`src/shared/acg_pkg.sv`:
```
// package of register map, field layout and bus carriers for the channel gain block
package acg_pkg;

    // ------------------------------------------------------------
    // register indices and byte addresses
    // ------------------------------------------------------------
    localparam logic [5:0] IDX_LOWER = 6'h04; // lower_channel_gain index
    localparam logic [5:0] IDX_UPPER = 6'h05; // upper_channel_gain index
    localparam logic [7:0] ADDR_LOWER = {IDX_LOWER, 2'b00}; // byte address 0x10
    localparam logic [7:0] ADDR_UPPER = {IDX_UPPER, 2'b00}; // byte address 0x14

    // ------------------------------------------------------------
    // field layout and reset values
    // ------------------------------------------------------------
    localparam int REG_W = 16; // register width
    localparam int CODE_W = 3; // gain code width
    localparam int FIELD_STEP = 4; // distance between channel fields
    localparam int FIELDS_PER_REG = 4; // channel fields in one register
    localparam int NUM_CH = 8; // channels in total
    localparam int GAIN_W = 8; // one-hot gain, bit n set means gain 2**n
    localparam logic [15:0] LOWER_RESET = 16'h0000; // lower register reset
    localparam logic [15:0] UPPER_RESET = 16'h0000; // upper register reset

    // ------------------------------------------------------------
    // carriers
    // ------------------------------------------------------------
    typedef struct packed {
        logic psel; // slave select
        logic penable; // access phase
        logic pwrite; // direction, high for write
        logic [7:0] paddr; // byte address
        logic [31:0] pwdata; // write data
        logic [3:0] pstrb; // write byte lanes
    } acg_apb_req_type;

    typedef struct packed {
        logic pready; // transfer completes
        logic pslverr; // unmapped address
        logic [31:0] prdata; // read data
    } acg_apb_rsp_type;

    typedef logic [NUM_CH-1:0][CODE_W-1:0] acg_codes_type; // code per channel
    typedef logic [NUM_CH-1:0][GAIN_W-1:0] acg_gains_type; // one-hot gain per channel

endpackage

```
`src/verilog/acg_gain_regs.sv`:
```
// apb register bank holding the input_amplifier gain codes of eight channels
//
// Operation
// channel 1 code in lower bits 6:4
// channel 0 code in lower bits 2:0
// channel 7 code in upper bits 14:12
// channel 6 code in upper bits 10:8
// upper register at index 5, resets zero
// lower register at index 4, resets zero
// upper holds channels 5 and 4 codes
// software writes zero to reserved bits
`timescale 1ns/1ps
`default_nettype none

module acg_gain_regs (
    input wire logic i_clock, // 100 MHz system clock
    input wire logic i_rstn, // synchronous reset, active low
    input wire acg_pkg::acg_apb_req_type i_apb, // apb request from master
    output acg_pkg::acg_apb_rsp_type o_apb, // apb answer, registered
    output acg_pkg::acg_codes_type o_codes, // gain code per channel
    output acg_pkg::acg_gains_type o_gains // one-hot gain per channel
);
    import acg_pkg::*;

    // ------------------------------------------------------------
    // helpers
    // ------------------------------------------------------------
    // address decode, used by the read path, error flag and writes
    function automatic logic hit(input logic [7:0] addr, input logic [7:0] base);
        hit = (addr == base);
    endfunction

    // merge write data into a register under byte strobes
    function automatic logic [15:0] merge(input logic [15:0] old, input logic [31:0] wd,
                                          input logic [3:0] strb);
        merge = old;
        if (strb[0])
        begin
            merge[7:0] = wd[7:0];
        end
        if (strb[1])
        begin
            merge[15:8] = wd[15:8];
        end
    endfunction

    // ------------------------------------------------------------
    // state
    // ------------------------------------------------------------
    logic [15:0] lower_channel_gain; // channels 3..0
    logic [15:0] upper_channel_gain; // channels 7..4
    logic ready; // registered pready
    logic slverr; // registered pslverr
    logic [31:0] rdata; // registered prdata
    logic access; // access phase in progress
    logic commit; // edge at which the transfer completes
    logic mapped; // address names a register

    assign access = i_apb.psel & i_apb.penable;
    assign commit = access & ready;
    assign mapped = hit(i_apb.paddr, ADDR_LOWER) | hit(i_apb.paddr, ADDR_UPPER);

    // ------------------------------------------------------------
    // bus handshake
    // ------------------------------------------------------------
    // one wait state: pready rises in the second access cycle, so
    // read data and error always come from flops
    always_ff @(posedge i_clock)
    begin
        if (!i_rstn)
        begin
            ready <= 1'b0;
            slverr <= 1'b0;
            rdata <= 32'h0000_0000;
        end
        else if (access && !ready)
        begin
            ready <= 1'b1;
            slverr <= !mapped;
            if (i_apb.pwrite || !mapped)
            begin
                rdata <= 32'h0000_0000; // writes and holes read zero
            end
            else if (hit(i_apb.paddr, ADDR_LOWER))
            begin
                rdata <= {16'h0000, lower_channel_gain};
            end
            else
            begin
                rdata <= {16'h0000, upper_channel_gain};
            end
        end
        else
        begin
            // answer lasts exactly one cycle
            ready <= 1'b0;
            slverr <= 1'b0;
            rdata <= 32'h0000_0000;
        end
    end

    // one assignment owns the whole answer carrier
    assign o_apb = '{pready: ready, pslverr: slverr, prdata: rdata};

    // ------------------------------------------------------------
    // lower register, channels 0 to 3
    // ------------------------------------------------------------
    // reserved bits are stored as written; they steer no gain, so a
    // careless host cannot disturb a channel through them
    always_ff @(posedge i_clock)
    begin
        if (!i_rstn)
        begin
            lower_channel_gain <= LOWER_RESET;
        end
        else if (commit && i_apb.pwrite && hit(i_apb.paddr, ADDR_LOWER))
        begin
            // fields land at their bit positions
            lower_channel_gain <= merge(lower_channel_gain, i_apb.pwdata, i_apb.pstrb);
        end
    end

    // ------------------------------------------------------------
    // upper register, channels 4 to 7
    // ------------------------------------------------------------
    always_ff @(posedge i_clock)
    begin
        if (!i_rstn)
        begin
            upper_channel_gain <= UPPER_RESET;
        end
        else if (commit && i_apb.pwrite && hit(i_apb.paddr, ADDR_UPPER))
        begin
            // fields land at their bit positions
            upper_channel_gain <= merge(upper_channel_gain, i_apb.pwdata, i_apb.pstrb);
        end
    end

    // ------------------------------------------------------------
    // per-channel codes and one-hot gains
    // ------------------------------------------------------------
    // code n selects gain 2**n; one-hot lags the code by one cycle
    wire acg_codes_type code_net; // codes gathered field by field
    wire acg_gains_type next_gains; // decoded gains, one cycle ahead
    genvar ch;
    generate
        for (ch = 0; ch < FIELDS_PER_REG; ch = ch + 1)
        begin : g_field
            // channel ch from lower, channel ch+4 from upper
            assign code_net[ch] = lower_channel_gain[ch*FIELD_STEP +: CODE_W];
            assign code_net[ch+FIELDS_PER_REG] =
                upper_channel_gain[ch*FIELD_STEP +: CODE_W];
        end
        for (ch = 0; ch < NUM_CH; ch = ch + 1)
        begin : g_gain
            // decoded gain, power of two of the code
            assign next_gains[ch] = 8'h01 << code_net[ch];
        end
    endgenerate

    assign o_codes = code_net;

    // one flop bank for all gains, so a single process owns the output
    always_ff @(posedge i_clock)
    begin
        if (!i_rstn)
        begin
            o_gains <= {NUM_CH{8'h01}}; // code zero is unity gain
        end
        else
        begin
            o_gains <= next_gains;
        end
    end
endmodule

`default_nettype wire

```
`config.mk`:
```
export PLATFORM = sky130hd
export DESIGN_NAME = acg_gain_regs
export DESIGN_NICKNAME = d
export VERILOG_FILES = /design/src/shared/acg_pkg.sv /design/src/verilog/acg_gain_regs.sv
export SDC_FILE = /design/constraint.sdc
export NUM_CORES = 1
export LEC_CHECK = 0
export ABC_AREA = 1
export BUFFER_PORTS_ARGS = -buffer_cell sky130_fd_sc_hd__clkbuf_2
export CAP_MARGIN = 10
export CORE_MARGIN = 5
export CORE_UTILIZATION = 52
export CTS_CLUSTER_DIAMETER = 30
export DETAILED_ROUTE_END_ITERATION = 10
export PLACE_DENSITY = 0.85
export SLEW_MARGIN = 25
export SYNTH_ARGS = -nofsm -noshare
export SYNTH_HDL_FRONTEND = slang
export SYNTH_SLANG_ARGS = --single-unit
```
`constraint.sdc`:
```
create_clock -name i_clock -period 3.1 [get_ports i_clock]
set_clock_uncertainty 0.05 [all_clocks]
set_input_delay 0.31 -clock i_clock [delete_from_list [all_inputs] [get_ports i_clock]]
set_output_delay 0.31 -clock i_clock [all_outputs]
set_load 0.02 [all_outputs]
```
==> results_tabular.tex, run 1 <==
\begin{tabular}{lr}
\hline
Metric & Value \\
\hline
\multicolumn{2}{l}{\textbf{Floorplan}} \\
\quad Rows & 33 \\
\quad Area of the core region & 0.008217 sq mm \\
\quad Total Die Area & 0.01034 sq mm \\
\quad Height of the die & 101.7 um \\
\quad Chip width & 101.7 um \\
\quad Number of top-level design ports & 171 \\
\quad Initial Util & 53.21\% \\
\multicolumn{2}{l}{\textbf{Synth}} \\
\quad Post-synthesis instance total & 528 \\
\quad Mapped Avg Cell Area & 8.280 sq um \\
\quad Cell taking the most area after synthesis & sky130\_fd\_sc\_hd\_\_dfxtp\_1 \\
\quad Number of flip-flops and latches in the synthesized netlist & 114 \\
\quad Largest cells by area after synthesis & sky130\_fd\_sc\_hd\_\_dfxtp\_1 (52\%), sky130\_fd\_sc\_hd\_\_buf\_4 (7.7\%), sky130\_fd\_sc\_hd\_\_nand2\_1 (7.0\%) \\
\quad Synth top cells by count & sky130\_fd\_sc\_hd\_\_dfxtp\_1 (114), sky130\_fd\_sc\_hd\_\_nand2\_1 (82), sky130\_fd\_sc\_hd\_\_inv\_1 (65), sky130\_fd\_sc\_hd\_\_nor3\_1 (56), sky130\_fd\_sc\_hd\_\_nor2\_1 (52) \\
\quad Distinct cell type count of the synthesized netlist & 24 \\
\quad Most frequent cell after synthesis & sky130\_fd\_sc\_hd\_\_dfxtp\_1 \\
\quad Seq/Total Area, Yosys & 52.20\% \\
\quad Most used DFF post-synth & sky130\_fd\_sc\_hd\_\_dfxtp\_1 \\
\quad Synth Cell Area & 0.004372 sq mm \\
\quad Async set or reset register ratio after synthesis & 0\% \\
\quad Number of enable flip-flop cells after synthesis & 0 \\
\quad Area share of the largest cell type after synthesis & 52.20\% \\
\quad Number of warnings reported in the yosys synthesis log & 0 \\
\multicolumn{2}{l}{\textbf{Setup path}} \\
\quad Slowest CP cell & sky130\_fd\_sc\_hd\_\_nor2\_4 \\
\quad Arrival time reported for the critical path endpoint & 2.22 ns \\
\quad CP required & 3.49 ns \\
\quad Kind of start point of the critical path & flip-flop \\
\quad Type of the setup path with the least slack & reg -> reg \\
\quad Delay-heaviest family, CP & simple AND/OR/NAND/NOR gates \\
\quad CP endpoint kind & flip-flop \\
\quad Top fanout value on the critical path & 27 \\
\quad List of cells traversed by the critical path & nand2\_1 -> nor2\_4 -> nand3\_2 -> nor2\_4 -> nor2\_1 -> nor2\_1 \\
\quad Delay of the slowest critical-path stage & 0.50 ns \\
\quad Buffer and inverter count on the worst path & 0 \\
\multicolumn{2}{l}{\textbf{STA}} \\
\quad RSZ-0062 raised after global routing & false \\
\quad Final period demand of the worst path & 1.829 ns \\
\quad Portion of the clock cycle consumed by the worst path in the final layout & 59.01\% \\
\quad Worst-case headroom to the max-slew limit & 57.77\% \\
\quad Number of max-slew violations in the final report & 0 \\
\quad Least-Margin Pin Slew & 0.6319 ns \\
\quad Minimum setup slack in the final design & 1.271 ns \\
\quad Final hold viol count & 0 \\
\quad Final setup fails & 0 \\
\quad Maximum achievable frequency & 546.7 MHz \\
\quad Total negative setup slack & 0 ns \\
\multicolumn{2}{l}{\textbf{Worst hold path}} \\
\quad HP Class & in -> reg \\
\multicolumn{2}{l}{\textbf{Clocking}} \\
\quad Setup Buffers After CTS & 0 \\
\quad Hold buffer count at CTS & 0 \\
\quad Num Clock Sinks & 114 \\
\quad Clock H-tree levels & 4 \\
\quad Clock-pin transition on the worst setup and hold timing paths & 0.05 ns \\
\quad Inserted Clock Buffers & 17 \\
\quad CTS root buffer & sky130\_fd\_sc\_hd\_\_clkbuf\_8 \\
\quad CTS tree & yes \\
\quad Post-cts gate resize count & 0 \\
\quad Maximum number of buffers from clock root to sink & 2 \\
\quad Clock insertion delay at the later pin of the skew report & 0.50 ns \\
\multicolumn{2}{l}{\textbf{Placed design}} \\
\quad Number of cells after detailed placement & 724 \\
\quad IO Port Bufs & 136 \\
\quad Weighted congestion reported at the end of routability-driven placement & 0.9153 \\
\quad Detailed Place HPWL & 7.150 mm \\
\quad Setup slack after placement & 1.215 ns \\
\multicolumn{2}{l}{\textbf{Route}} \\
\quad Vias & 3750 \\
\quad Number of DRC violations after detailed routing & 0 \\
\quad ANT nets after route & 0 \\
\quad Number of DRC violations after detailed-routing iteration 0 & 148 \\
\quad Average routed wire per standard cell & 13.64 um \\
\quad Number of iterations in the first detailed-routing pass & 8 \\
\quad Detail-routed via count per cell & 4.973 \\
\quad Routed wire length & 10.29 mm \\
\multicolumn{2}{l}{\textbf{Layout}} \\
\quad Layout area overhead & 24.41\% \\
\quad Share of final-layout standard cells stronger than drive strength 1 & 29.58\% \\
\quad Filler-free cell count of the finished design & 754 \\
\quad Sequential cell area & 0.002282 sq mm \\
\quad Layout net count & 687 \\
\quad Multi-input logic area & 0.001479 sq mm \\
\quad Number of antenna repair diodes & 0 \\
\quad Share of the core filled with cells & 66.19\% \\
\quad Filler Cell Count & 690 \\
\multicolumn{2}{l}{\textbf{Power and ir drop}} \\
\quad Worst IR Drop VDD & 0.0003626 V \\
\quad PD cells & 646.4 mW/mm\^{}2 \\
\quad LEAKAGE & 2.562 nW \\
\multicolumn{2}{l}{\textbf{Global routing}} \\
\quad Initial antenna violation count & 0 \\
\quad Global-route wire length before repair & 16.91 mm \\
\quad Via count of the first global-routing pass & 3678 \\
\quad Total GRT Usage & 20.64\% \\
\quad Aggregate global routing overflow & 0 \\
\quad Pin count of the biggest net entering global routing & 53 \\
\multicolumn{2}{l}{\textbf{Flow run}} \\
\quad Count of max-cap constraint violations & 0 \\
\multicolumn{2}{l}{\textbf{Status}} \\
\quad Result of the run & finished clean \\
\hline
\end{tabular}
## stage by stage
| stage | hold WS (ns) | cell area [sq um] | power, mW |
|---|---|---|---|
| 5_1_grt | 0.08916 | 5439 | 3.620 |
| 4_1_cts | 0.07033 | 5439 | 3.540 |
| 3_3_place_gp | 0.4064 | 4840 | 1.604 |
| 3_5_place_dp | 0.4028 | 4840 | 1.605 |
| 2_1_floorplan | 0.3919 | 4428 | 1.590 |
| 6_report | 0.07982 | 5439 | 3.516 |
## registers in the layout, summed over array words and instances, names as in the netlist
register            cells
o_gains                64
ready                   1
slverr                  1
upper_channel_gain     16
rdata                  16
lower_channel_gain     16
## per-layer routing
metal  global-route usage [%]  wire (um)  up-vias  part of all wire [%]
li1                         -          -     1864                     -
met1                    24.29       4086     1697                    40
met2                    35.21       5057      171                    49
met3                    5.510        937       18                   9.1
met4                    9.202        202        0                   2.0
met5                        0          0        -                     0
## logic make-up (layout without fill, tap and decap cells)
group | Yosys count | in the layout | share of synthesized area (%)
buf+inv | 129 | 235 | 15.25
compound gates | 41 | 41 | 5.238
simple gates | 243 | 243 | 27.22
other cells | 1 | 16 | 0.08578
flops | 114 | 114 | 52.20
## tightest hold or removal path, cell delays in order
cell and delay, ns:
sky130_fd_sc_hd__clkbuf_2 0.09, sky130_fd_sc_hd__inv_2 0.12, sky130_fd_sc_hd__nor3_4 0.06
## area by class of cell
| type | instances | area share [%] |
|---|---|---|
| Sequential cell | 114 | 41.96 |
| Multi-Input combinational cell | 300 | 27.19 |
| Timing Repair Buffer | 138 | 12.79 |
| Clock buffer | 21 | 8.627 |
| Inverter | 67 | 4.624 |
| Tap cell | 105 | 2.415 |
| Clock inverter | 9 | 2.392 |
## worst paths after layout
path         cells past startpoint                   from  slack [ns]               endpoint
min                              3                 i_rstn        0.08                  ready
max                              6                  ready        1.27  upper_channel_gain[9]
min reg2reg                      2  lower_channel_gain[7]        0.42               rdata[7]
max reg2reg                      6                  ready        1.27  upper_channel_gain[9]
## layout by cell type, fill, tap and decap left out, drive strengths merged
master | netlist | final
inv | 67 | 67
clkinv | 0 | 5
nor3 | 57 | 57
nand2 | 85 | 85
clkinvlp | 0 | 1
a21oi | 17 | 17
nor2 | 62 | 62
clkbuf | 6 | 157
nand4 | 32 | 32
bufinv | 0 | 3
buf | 56 | 2
dfxtp | 114 | 114
or2 | 4 | 4
o31ai | 8 | 8
conb | 1 | 16
nand3 | 3 | 3
o21ai | 16 | 16
## power breakdown
part	internal, mW	switching, mW
Clock	1.30	0.642
Combinational	0.0299	0.0782
Sequential	1.47	0.000829
Note: power is estimated with default switching activity, not from simulation.
==> run 2, diff against run 1 <==
--- a/config.mk
+++ b/config.mk
@@ -5,14 +5,14 @@
 export SDC_FILE = /design/constraint.sdc
 export NUM_CORES = 1
 export LEC_CHECK = 0
-export ABC_AREA = 1
+export ABC_AREA = 0
 export BUFFER_PORTS_ARGS = -buffer_cell sky130_fd_sc_hd__clkbuf_2
 export CAP_MARGIN = 10
 export CORE_MARGIN = 5
-export CORE_UTILIZATION = 52
+export CORE_UTILIZATION = 43
 export CTS_CLUSTER_DIAMETER = 30
 export DETAILED_ROUTE_END_ITERATION = 10
-export PLACE_DENSITY = 0.85
+export PLACE_DENSITY = 0.76
 export SLEW_MARGIN = 25
 export SYNTH_ARGS = -nofsm -noshare
 export SYNTH_HDL_FRONTEND = slang
==> constraint.sdc (replaced) <==
create_clock -name i_clock -period 1.5 [get_ports i_clock]
set_clock_uncertainty 0.05 [all_clocks]
set_input_delay 0.15 -clock i_clock [delete_from_list [all_inputs] [get_ports i_clock]]
set_output_delay 0.15 -clock i_clock [all_outputs]
set_load 0.02 [all_outputs]
==> run 2 against run 1 <==
- fmax up 30%
- critical path type unchanged
- core utilization down 7.3 points
- largest cell class unchanged
- wire length is 13% lower
==> results_tabular.tex, run 2 <==
\begin{tabular}{lr}
\hline
Metric & Value \\
\hline
\multicolumn{2}{l}{\textbf{Placed design}} \\
\quad Cell area after placement & 0.004636 sq mm (was 0.004840 sq mm) \\
\quad IO Port Bufs & 136 (unchanged) \\
\quad Weighted congestion reported at the end of routability-driven placement & 0.7291 (was 0.9153) \\
\quad Number of cells after detailed placement & 613 (was 724) \\
\quad Detailed Place HPWL & 6.257 mm (was 7.150 mm) \\
\quad Setup slack after placement & -0.1878 ns (was 1.215 ns) \\
\multicolumn{2}{l}{\textbf{Floorplan}} \\
\quad Rows & 35 (was 33) \\
\quad Initial Util & 43.71\% (was 53.21\%) \\
\quad Area of the core region & 0.009196 sq mm (was 0.008217 sq mm) \\
\quad Height of the die & 106.7 um (was 101.7 um) \\
\quad Total Die Area & 0.01138 sq mm (was 0.01034 sq mm) \\
\quad Chip width & 106.7 um (was 101.7 um) \\
\quad Number of top-level design ports & 171 (unchanged) \\
\multicolumn{2}{l}{\textbf{Layout}} \\
\quad Layout net count & 589 (was 687) \\
\quad Number of antenna repair diodes & 0 (unchanged) \\
\quad Number of flip-flops in the largest register & 64 (unchanged) \\
\quad Filler Cell Count & 775 (was 690) \\
\quad Filler-free cell count of the finished design & 664 (was 754) \\
\quad Most used cells in the layout excluding fill and tap cells & sky130\_fd\_sc\_hd\_\_clkbuf\_2 (136), sky130\_fd\_sc\_hd\_\_dfxtp\_1 (114), sky130\_fd\_sc\_hd\_\_nor2\_1 (65) (was sky130\_fd\_sc\_hd\_\_clkbuf\_2 (136), sky130\_fd\_sc\_hd\_\_dfxtp\_1 (114), sky130\_fd\_sc\_hd\_\_nand2\_1 (82)) \\
\quad Layout area overhead & 34.80\% (was 24.41\%) \\
\quad Total non-filler cell area in the finished layout & 0.005419 sq mm (was 0.005439 sq mm) \\
\quad Share of the core filled with cells & 58.93\% (was 66.19\%) \\
\quad Share of final-layout standard cells stronger than drive strength 1 & 33.45\% (was 29.58\%) \\
\quad Most frequent standard cell in the layout excluding fill and tap cells & sky130\_fd\_sc\_hd\_\_clkbuf\_2 (unchanged) \\
\quad Register containing the most flip-flops in the final layout & o\_gains (unchanged) \\
\multicolumn{2}{l}{\textbf{Clocking}} \\
\quad Clock H-tree levels & 4 (unchanged) \\
\quad Setup Buffers After CTS & 0 (unchanged) \\
\quad Inserted Clock Buffers & 17 (unchanged) \\
\quad Maximum number of buffers from clock root to sink & 2 (unchanged) \\
\quad CTS root buffer & sky130\_fd\_sc\_hd\_\_clkbuf\_8 (unchanged) \\
\quad Num Clock Sinks & 114 (unchanged) \\
\quad Clock insertion delay at the later pin of the skew report & 0.49 ns (was 0.50 ns) \\
\quad Clock-pin transition on the worst setup and hold timing paths & 0.06 ns (was 0.05 ns) \\
\quad CTS tree & yes (unchanged) \\
\multicolumn{2}{l}{\textbf{Power and ir drop}} \\
\quad PD cells & 1332 mW/mm\^{}2 (was 646.4 mW/mm\^{}2) \\
\quad LEAKAGE & 2.427 nW (was 2.562 nW) \\
\quad Power, Total & 7.220 mW (was 3.516 mW) \\
\quad Worst IR Drop VDD & 0.0005729 V (was 0.0003626 V) \\
\multicolumn{2}{l}{\textbf{Setup path}} \\
\quad CP required & 1.86 ns (was 3.49 ns) \\
\quad CP endpoint kind & flip-flop (unchanged) \\
\quad Arrival time reported for the critical path endpoint & 1.77 ns (was 2.22 ns) \\
\quad Top fanout value on the critical path & 4 (was 27) \\
\quad Type of the setup path with the least slack & reg -> reg (unchanged) \\
\quad Kind of start point of the critical path & flip-flop (unchanged) \\
\multicolumn{2}{l}{\textbf{Global routing}} \\
\quad Total GRT Usage & 16.20\% (was 20.64\%) \\
\quad Aggregate global routing overflow & 0 (unchanged) \\
\quad Pin count of the biggest net entering global routing & 65 (was 53) \\
\quad Global-route wire length before repair & 14.55 mm (was 16.91 mm) \\
\quad Initial antenna violation count & 0 (unchanged) \\
\quad Via count of the first global-routing pass & 3046 (was 3678) \\
\multicolumn{2}{l}{\textbf{Route}} \\
\quad Number of DRC violations after detailed routing & 0 (unchanged) \\
\quad Number of DRC violations after detailed-routing iteration 0 & 120 (was 148) \\
\quad Average routed wire per standard cell & 13.44 um (was 13.64 um) \\
\quad ANT nets after route & 0 (unchanged) \\
\quad Routed wire length & 8.921 mm (was 10.29 mm) \\
\quad Number of iterations in the first detailed-routing pass & 4 (was 8) \\
\quad Detail-routed via count per cell & 4.577 (was 4.973) \\
\quad Vias & 3039 (was 3750) \\
\multicolumn{2}{l}{\textbf{Synth}} \\
\quad Async set or reset register ratio after synthesis & 0\% (unchanged) \\
\quad Largest cells by area after synthesis & sky130\_fd\_sc\_hd\_\_dfxtp\_1 (57\%), sky130\_fd\_sc\_hd\_\_mux2i\_1 (12\%), sky130\_fd\_sc\_hd\_\_buf\_4 (7.8\%) (was sky130\_fd\_sc\_hd\_\_dfxtp\_1 (52\%), sky130\_fd\_sc\_hd\_\_buf\_4 (7.7\%), sky130\_fd\_sc\_hd\_\_nand2\_1 (7.0\%)) \\
\quad Most frequent cell after synthesis & sky130\_fd\_sc\_hd\_\_dfxtp\_1 (unchanged) \\
\quad Number of flip-flops and latches in the synthesized netlist & 114 (unchanged) \\
\quad Distinct cell type count of the synthesized netlist & 22 (was 24) \\
\quad Mapped Avg Cell Area & 10.20 sq um (was 8.280 sq um) \\
\quad Most used DFF post-synth & sky130\_fd\_sc\_hd\_\_dfxtp\_1 (unchanged) \\
\quad Seq/Total Area, Yosys & 56.77\% (was 52.20\%) \\
\quad Post-synthesis instance total & 394 (was 528) \\
\quad Number of warnings reported in the yosys synthesis log & 0 (unchanged) \\
\quad Cell taking the most area after synthesis & sky130\_fd\_sc\_hd\_\_dfxtp\_1 (unchanged) \\
\quad Number of enable flip-flop cells after synthesis & 0 (unchanged) \\
\quad Synth Cell Area & 0.004020 sq mm (was 0.004372 sq mm) \\
\quad Synth top cells by count & sky130\_fd\_sc\_hd\_\_dfxtp\_1 (114), sky130\_fd\_sc\_hd\_\_nor2\_1 (65), sky130\_fd\_sc\_hd\_\_nand2\_1 (58), sky130\_fd\_sc\_hd\_\_mux2i\_1 (48), sky130\_fd\_sc\_hd\_\_buf\_4 (42) (was sky130\_fd\_sc\_hd\_\_dfxtp\_1 (114), sky130\_fd\_sc\_hd\_\_nand2\_1 (82), sky130\_fd\_sc\_hd\_\_inv\_1 (65), sky130\_fd\_sc\_hd\_\_nor3\_1 (56), sky130\_fd\_sc\_hd\_\_nor2\_1 (52)) \\
\quad Area share of the largest cell type after synthesis & 56.77\% (was 52.20\%) \\
\multicolumn{2}{l}{\textbf{Flow run}} \\
\quad Count of max-cap constraint violations & 0 (unchanged) \\
\multicolumn{2}{l}{\textbf{STA}} \\
\quad RSZ-0062 raised after global routing & false (unchanged) \\
\quad Maximum achievable frequency & 709.4 MHz (was 546.7 MHz) \\
\quad Total negative setup slack & 0 ns (unchanged) \\
\quad Final period demand of the worst path & 1.410 ns (was 1.829 ns) \\
\quad Minimum setup slack in the final design & 0.09027 ns (was 1.271 ns) \\
\quad Portion of the clock cycle consumed by the worst path in the final layout & 93.98\% (was 59.01\%) \\
\quad Number of max-slew violations in the final report & 0 (unchanged) \\
\quad Hold WS & 0.09174 ns (was 0.07982 ns) \\
\quad Final setup fails & 0 (unchanged) \\
\quad Final hold viol count & 0 (unchanged) \\
\multicolumn{2}{l}{\textbf{Worst hold path}} \\
\quad HP Class & in -> reg (unchanged) \\
\multicolumn{2}{l}{\textbf{Status}} \\
\quad Result of the run & finished clean (unchanged) \\
\hline
\end{tabular}
run 2: worst paths after layout:
kind              depth (start not counted)  slack [ns]                   start                      to
setup / recovery                          5        0.09                   ready   upper_channel_gain[6]
hold / removal                            3        0.09               i_apb[44]                rdata[4]
setup reg to reg                          5        0.09                   ready   upper_channel_gain[6]
hold reg to reg                           2        0.41  lower_channel_gain[11]  lower_channel_gain[11]
run 2: logic make-up (layout without fill, tap and decap cells):
family          after synthesis  count (layout)  share of synthesized area (%)
simple gates                167             167                          19.86
flops                       114             114                          56.77
buf+inv                      56             200                          9.835
mux                          48              48                          11.95
compound gates                8               8                          1.494
other cells                   1              16                        0.09328
run 2: layout make-up:
cell class	count	area [sq um]	area share [%]
Clock inverter	12	157.7	2.909
Tap cell	111	138.9	2.563
Sequential cell	114	2282	42.11
Clock buffer	20	435.4	8.035
Inverter	1	3.754	0.06927
Multi-Input combinational cell	239	1403	25.88
Timing Repair Buffer	167	998.5	18.43
run 2: critical path, cell delays in order, from the launching register on:
cell and delay, ns:
sky130_fd_sc_hd__dfxtp_1 0.35, sky130_fd_sc_hd__nand4_1 0.09, sky130_fd_sc_hd__buf_4 0.18, sky130_fd_sc_hd__nor4_4 0.25
sky130_fd_sc_hd__buf_4 0.20, sky130_fd_sc_hd__mux2i_1 0.20
run 2: per-layer routing:
layer	wire, um	up-vias	GRT usage [%]
met5	0	-	0
met1	3711	1407	18.54
met3	694	6	5.539
met2	4456	108	28.19
li1	-	1518	-
met4	58	0	5.479
run 2: where the power goes:
part / total (mW) / switching, mW / internal (mW)
sequential: 3.03 / 0.00119 / 3.03
clock: 3.96 / 1.38 / 2.58
combinational: 0.231 / 0.135 / 0.0955
run 2: timing repair:
item,in CTS,in global routing
gates resized for setup,0,0
hold buffers,19,0
hold endpoints to repair,34,0
endpoints found under the setup margin,0,2
==> run 3, diff against run 2 <==
--- a/config.mk
+++ b/config.mk
@@ -10,6 +10,7 @@
 export CAP_MARGIN = 10
 export CORE_MARGIN = 5
 export CORE_UTILIZATION = 43
+export CTS_BUF_LIST = sky130_fd_sc_hd__clkbuf_16
 export CTS_CLUSTER_DIAMETER = 30
 export DETAILED_ROUTE_END_ITERATION = 10
 export PLACE_DENSITY = 0.76
==> run 3 against run 2 <==
- combinational power fell by 2%
- global-route usage decreased by 0.051 points
- via count about the same
- critical path depth grew 2
- worst setup slack got worse by 0.032 ns
- largest cell class unchanged
- sequential cell count unchanged
==> results_tabular.tex, run 3 (same netlist as run 2, synthesis figures left out) <==
\begin{tabular}{lr}
\hline
Metric & Value \\
\hline
\multicolumn{2}{l}{\textbf{STA}} \\
\quad Final hold viol count & 0 (unchanged) \\
\quad Total negative setup slack & 0 ns (unchanged) \\
\quad Final period demand of the worst path & 1.442 ns (was 1.410 ns) \\
\quad RSZ-0062 raised after global routing & true (was false) \\
\quad Final setup fails & 0 (unchanged) \\
\quad Number of max-slew violations in the final report & 0 (unchanged) \\
\quad Maximum achievable frequency & 693.4 MHz (was 709.4 MHz) \\
\quad Minimum setup slack in the final design & 0.05792 ns (was 0.09027 ns) \\
\quad Portion of the clock cycle consumed by the worst path in the final layout & 96.14\% (was 93.98\%) \\
\multicolumn{2}{l}{\textbf{Setup path}} \\
\quad Arrival time reported for the critical path endpoint & 1.71 ns (was 1.77 ns) \\
\quad Kind of start point of the critical path & primary input (was flip-flop) \\
\quad Top fanout value on the critical path & 4 (unchanged) \\
\quad CP endpoint kind & flip-flop (unchanged) \\
\quad Origin of the critical flop-to-flop path & ready (unchanged) \\
\quad Capture point of the worst reg-to-reg path & rdata[12] (was upper\_channel\_gain[6]) \\
\quad Depth of the worst register-to-register path & 3 (was 5) \\
\quad Type of the setup path with the least slack & in -> reg (was reg -> reg) \\
\quad CP required & 1.76 ns (was 1.86 ns) \\
\quad Worst reg-to-reg setup slack & 0.08 ns (was 0.09 ns) \\
\multicolumn{2}{l}{\textbf{Floorplan}} \\
\quad Number of top-level design ports & 171 (unchanged) \\
\quad Area of the core region & 0.009196 sq mm (unchanged) \\
\quad Height of the die & 106.7 um (unchanged) \\
\quad Total Die Area & 0.01138 sq mm (unchanged) \\
\quad Rows & 35 (unchanged) \\
\quad Initial Util & 43.71\% (unchanged) \\
\quad Chip width & 106.7 um (unchanged) \\
\multicolumn{2}{l}{\textbf{Power and ir drop}} \\
\quad LEAKAGE & 2.429 nW (was 2.427 nW) \\
\quad Worst IR Drop VDD & 0.0005729 V (about the same) \\
\quad PD cells & 1340 mW/mm\^{}2 (was 1332 mW/mm\^{}2) \\
\multicolumn{2}{l}{\textbf{Global routing}} \\
\quad Global-route wire length before repair & 14.46 mm (was 14.55 mm) \\
\quad Via count of the first global-routing pass & 3025 (was 3046) \\
\quad Met3 track utilization from global routing & 5.539\% (unchanged) \\
\quad Total GRT Usage & 16.15\% (was 16.20\%) \\
\quad GRT Max-Usage Layer & met2 (unchanged) \\
\quad Pin count of the biggest net entering global routing & 65 (unchanged) \\
\quad Initial antenna violation count & 0 (unchanged) \\
\quad Met2 capacity usage during global routing & 27.88\% (was 28.19\%) \\
\quad Global routing usage on met1 & 18.54\% (unchanged) \\
\quad Aggregate global routing overflow & 0 (unchanged) \\
\multicolumn{2}{l}{\textbf{Worst hold path}} \\
\quad Min-Delay Path Depth & 3 (unchanged) \\
\quad Launch instance of the worst min-delay path & i\_apb[45] (was i\_apb[44]) \\
\quad Hold endpoint & ready (was rdata[4]) \\
\quad HP Class & in -> reg (unchanged) \\
\multicolumn{2}{l}{\textbf{Route}} \\
\quad Routed wire length & 8.886 mm (was 8.921 mm) \\
\quad Number of iterations in the first detailed-routing pass & 4 (unchanged) \\
\quad Average routed wire per standard cell & 13.42 um (was 13.44 um) \\
\quad ANT nets after route & 0 (unchanged) \\
\quad Number of DRC violations after detailed-routing iteration 0 & 113 (was 120) \\
\quad Vias & 3042 (was 3039) \\
\quad Detail-routed via count per cell & 4.595 (was 4.577) \\
\quad Number of DRC violations after detailed routing & 0 (unchanged) \\
\multicolumn{2}{l}{\textbf{Layout}} \\
\quad Most used cells in the layout excluding fill and tap cells & sky130\_fd\_sc\_hd\_\_clkbuf\_2 (136), sky130\_fd\_sc\_hd\_\_dfxtp\_1 (114), sky130\_fd\_sc\_hd\_\_nor2\_1 (65) (unchanged) \\
\quad Filler Cell Count & 778 (was 775) \\
\quad Share of final-layout standard cells stronger than drive strength 1 & 33.39\% (was 33.45\%) \\
\quad Layout area overhead & 34.33\% (was 34.80\%) \\
\quad Most frequent standard cell in the layout excluding fill and tap cells & sky130\_fd\_sc\_hd\_\_clkbuf\_2 (unchanged) \\
\quad Multi-input logic area & 0.001403 sq mm (unchanged) \\
\quad Number of flip-flops in the largest register & 64 (unchanged) \\
\quad Register containing the most flip-flops in the final layout & o\_gains (unchanged) \\
\quad Number of antenna repair diodes & 0 (unchanged) \\
\quad Sequential cell area & 0.002282 sq mm (unchanged) \\
\quad Layout net count & 587 (was 589) \\
\multicolumn{2}{l}{\textbf{Placed design}} \\
\quad Detailed Place HPWL & 6.257 mm (unchanged) \\
\quad IO Port Bufs & 136 (unchanged) \\
\quad Weighted congestion reported at the end of routability-driven placement & 0.7291 (unchanged) \\
\quad Setup slack after placement & -0.1878 ns (unchanged) \\
\multicolumn{2}{l}{\textbf{Clocking}} \\
\quad Maximum number of buffers from clock root to sink & 2 (unchanged) \\
\quad Post-cts gate resize count & 0 (unchanged) \\
\quad Clock H-tree levels & 4 (unchanged) \\
\quad Setup Buffers After CTS & 0 (unchanged) \\
\quad Clock-pin transition on the worst setup and hold timing paths & 0.06 ns (about the same) \\
\quad CTS tree & yes (unchanged) \\
\quad Inserted Clock Buffers & 17 (unchanged) \\
\quad Num Clock Sinks & 114 (unchanged) \\
\quad Clock insertion delay at the later pin of the skew report & 0.40 ns (was 0.49 ns) \\
\quad CTS root buffer & sky130\_fd\_sc\_hd\_\_clkbuf\_16 (was sky130\_fd\_sc\_hd\_\_clkbuf\_8) \\
\multicolumn{2}{l}{\textbf{Flow run}} \\
\quad Count of max-cap constraint violations & 0 (unchanged) \\
\multicolumn{2}{l}{\textbf{Status}} \\
\quad Result of the run & finished clean (unchanged) \\
\hline
\end{tabular}
-- run 3: cell types whose count changed in the layout (fill, tap and decap cells not counted) --
cell,delta
sky130_fd_sc_hd__clkbuf_8,-2
sky130_fd_sc_hd__clkbuf_16,+1
sky130_fd_sc_hd__clkinv_1,+1
sky130_fd_sc_hd__inv_1,+2
sky130_fd_sc_hd__dlygate4sd3_1,-2
sky130_fd_sc_hd__clkbuf_1,-2
-- run 3: metal layers --
metal	part of all wire (%)	vias to the layer above	wire [um]
met4	0.75	0	67
met3	7.4	6	657
li1	-	1521	-
met5	0	-	0
met2	50	110	4425
met1	42	1405	3736
-- run 3: critical path, cell delays in order --
cell and delay [ns]:
sky130_fd_sc_hd__dlygate4sd3_1 0.53, sky130_fd_sc_hd__clkbuf_2 0.11, sky130_fd_sc_hd__nand4_1 0.08, sky130_fd_sc_hd__buf_4 0.18
sky130_fd_sc_hd__nor4_4 0.25, sky130_fd_sc_hd__buf_4 0.20, sky130_fd_sc_hd__mux2i_1 0.20
-- run 3: area by class of cell --
cell class              count  area share, %
clock buffers              17          7.878
clock inverters            15          3.128
inverters                   1        0.06951
multi-input cells         239          25.97
flip-flops and latches    114          42.26
well taps                 111          2.572
repair buffers            165          18.12
-- run 3: worst max-delay path by stage --
stage | slack (ns) | from | cells past startpoint | end
final | 0.06 | i_apb[46] | 7 | upper_channel_gain[6]
after global routing | -0.009 | ready | 3 | rdata[6]
after CTS | 0.06 | ready | 5 | upper_channel_gain[6]
after detailed placement | -0.19 | i_apb[41] | 6 | upper_channel_gain[6]
after global placement | -0.15 | i_apb[41] | 4 | rdata[14]
after floorplan | -0.25 | i_apb[41] | 6 | rdata[10]
-- run 3: what timing repair did --
item                                    4_1_cts  5_1_grt
hold buffers                                 17        0
hold endpoints to repair                     32        0
endpoints found under the setup margin        0        4
-- run 3: where the power goes --
group          switching (mW)  internal [mW]  leakage [nW]
logic                   0.135         0.0925          1.22
registers             0.00115           3.03         0.918
clock network            1.38           2.60         0.289
-- run 3: through the flow --
| step | power (mW) | area, sq um | hold WS, ns | instances | util [%] |
|---|---|---|---|---|---|
| floorplan | 3.255 | 4080 | 0.2645 | 409 | - |
| global placement | 3.285 | 4636 | 0.3604 | 613 | 50.41 |
| detailed placement | 3.288 | 4636 | 0.3774 | 613 | 50.41 |
| CTS | 7.301 | 5400 | 0.01733 | 662 | 58.72 |
| global route | 7.495 | 5400 | 0.04452 | 662 | 58.72 |
| finish | 7.235 | 5400 | 0.02663 | 662 | 58.72 |
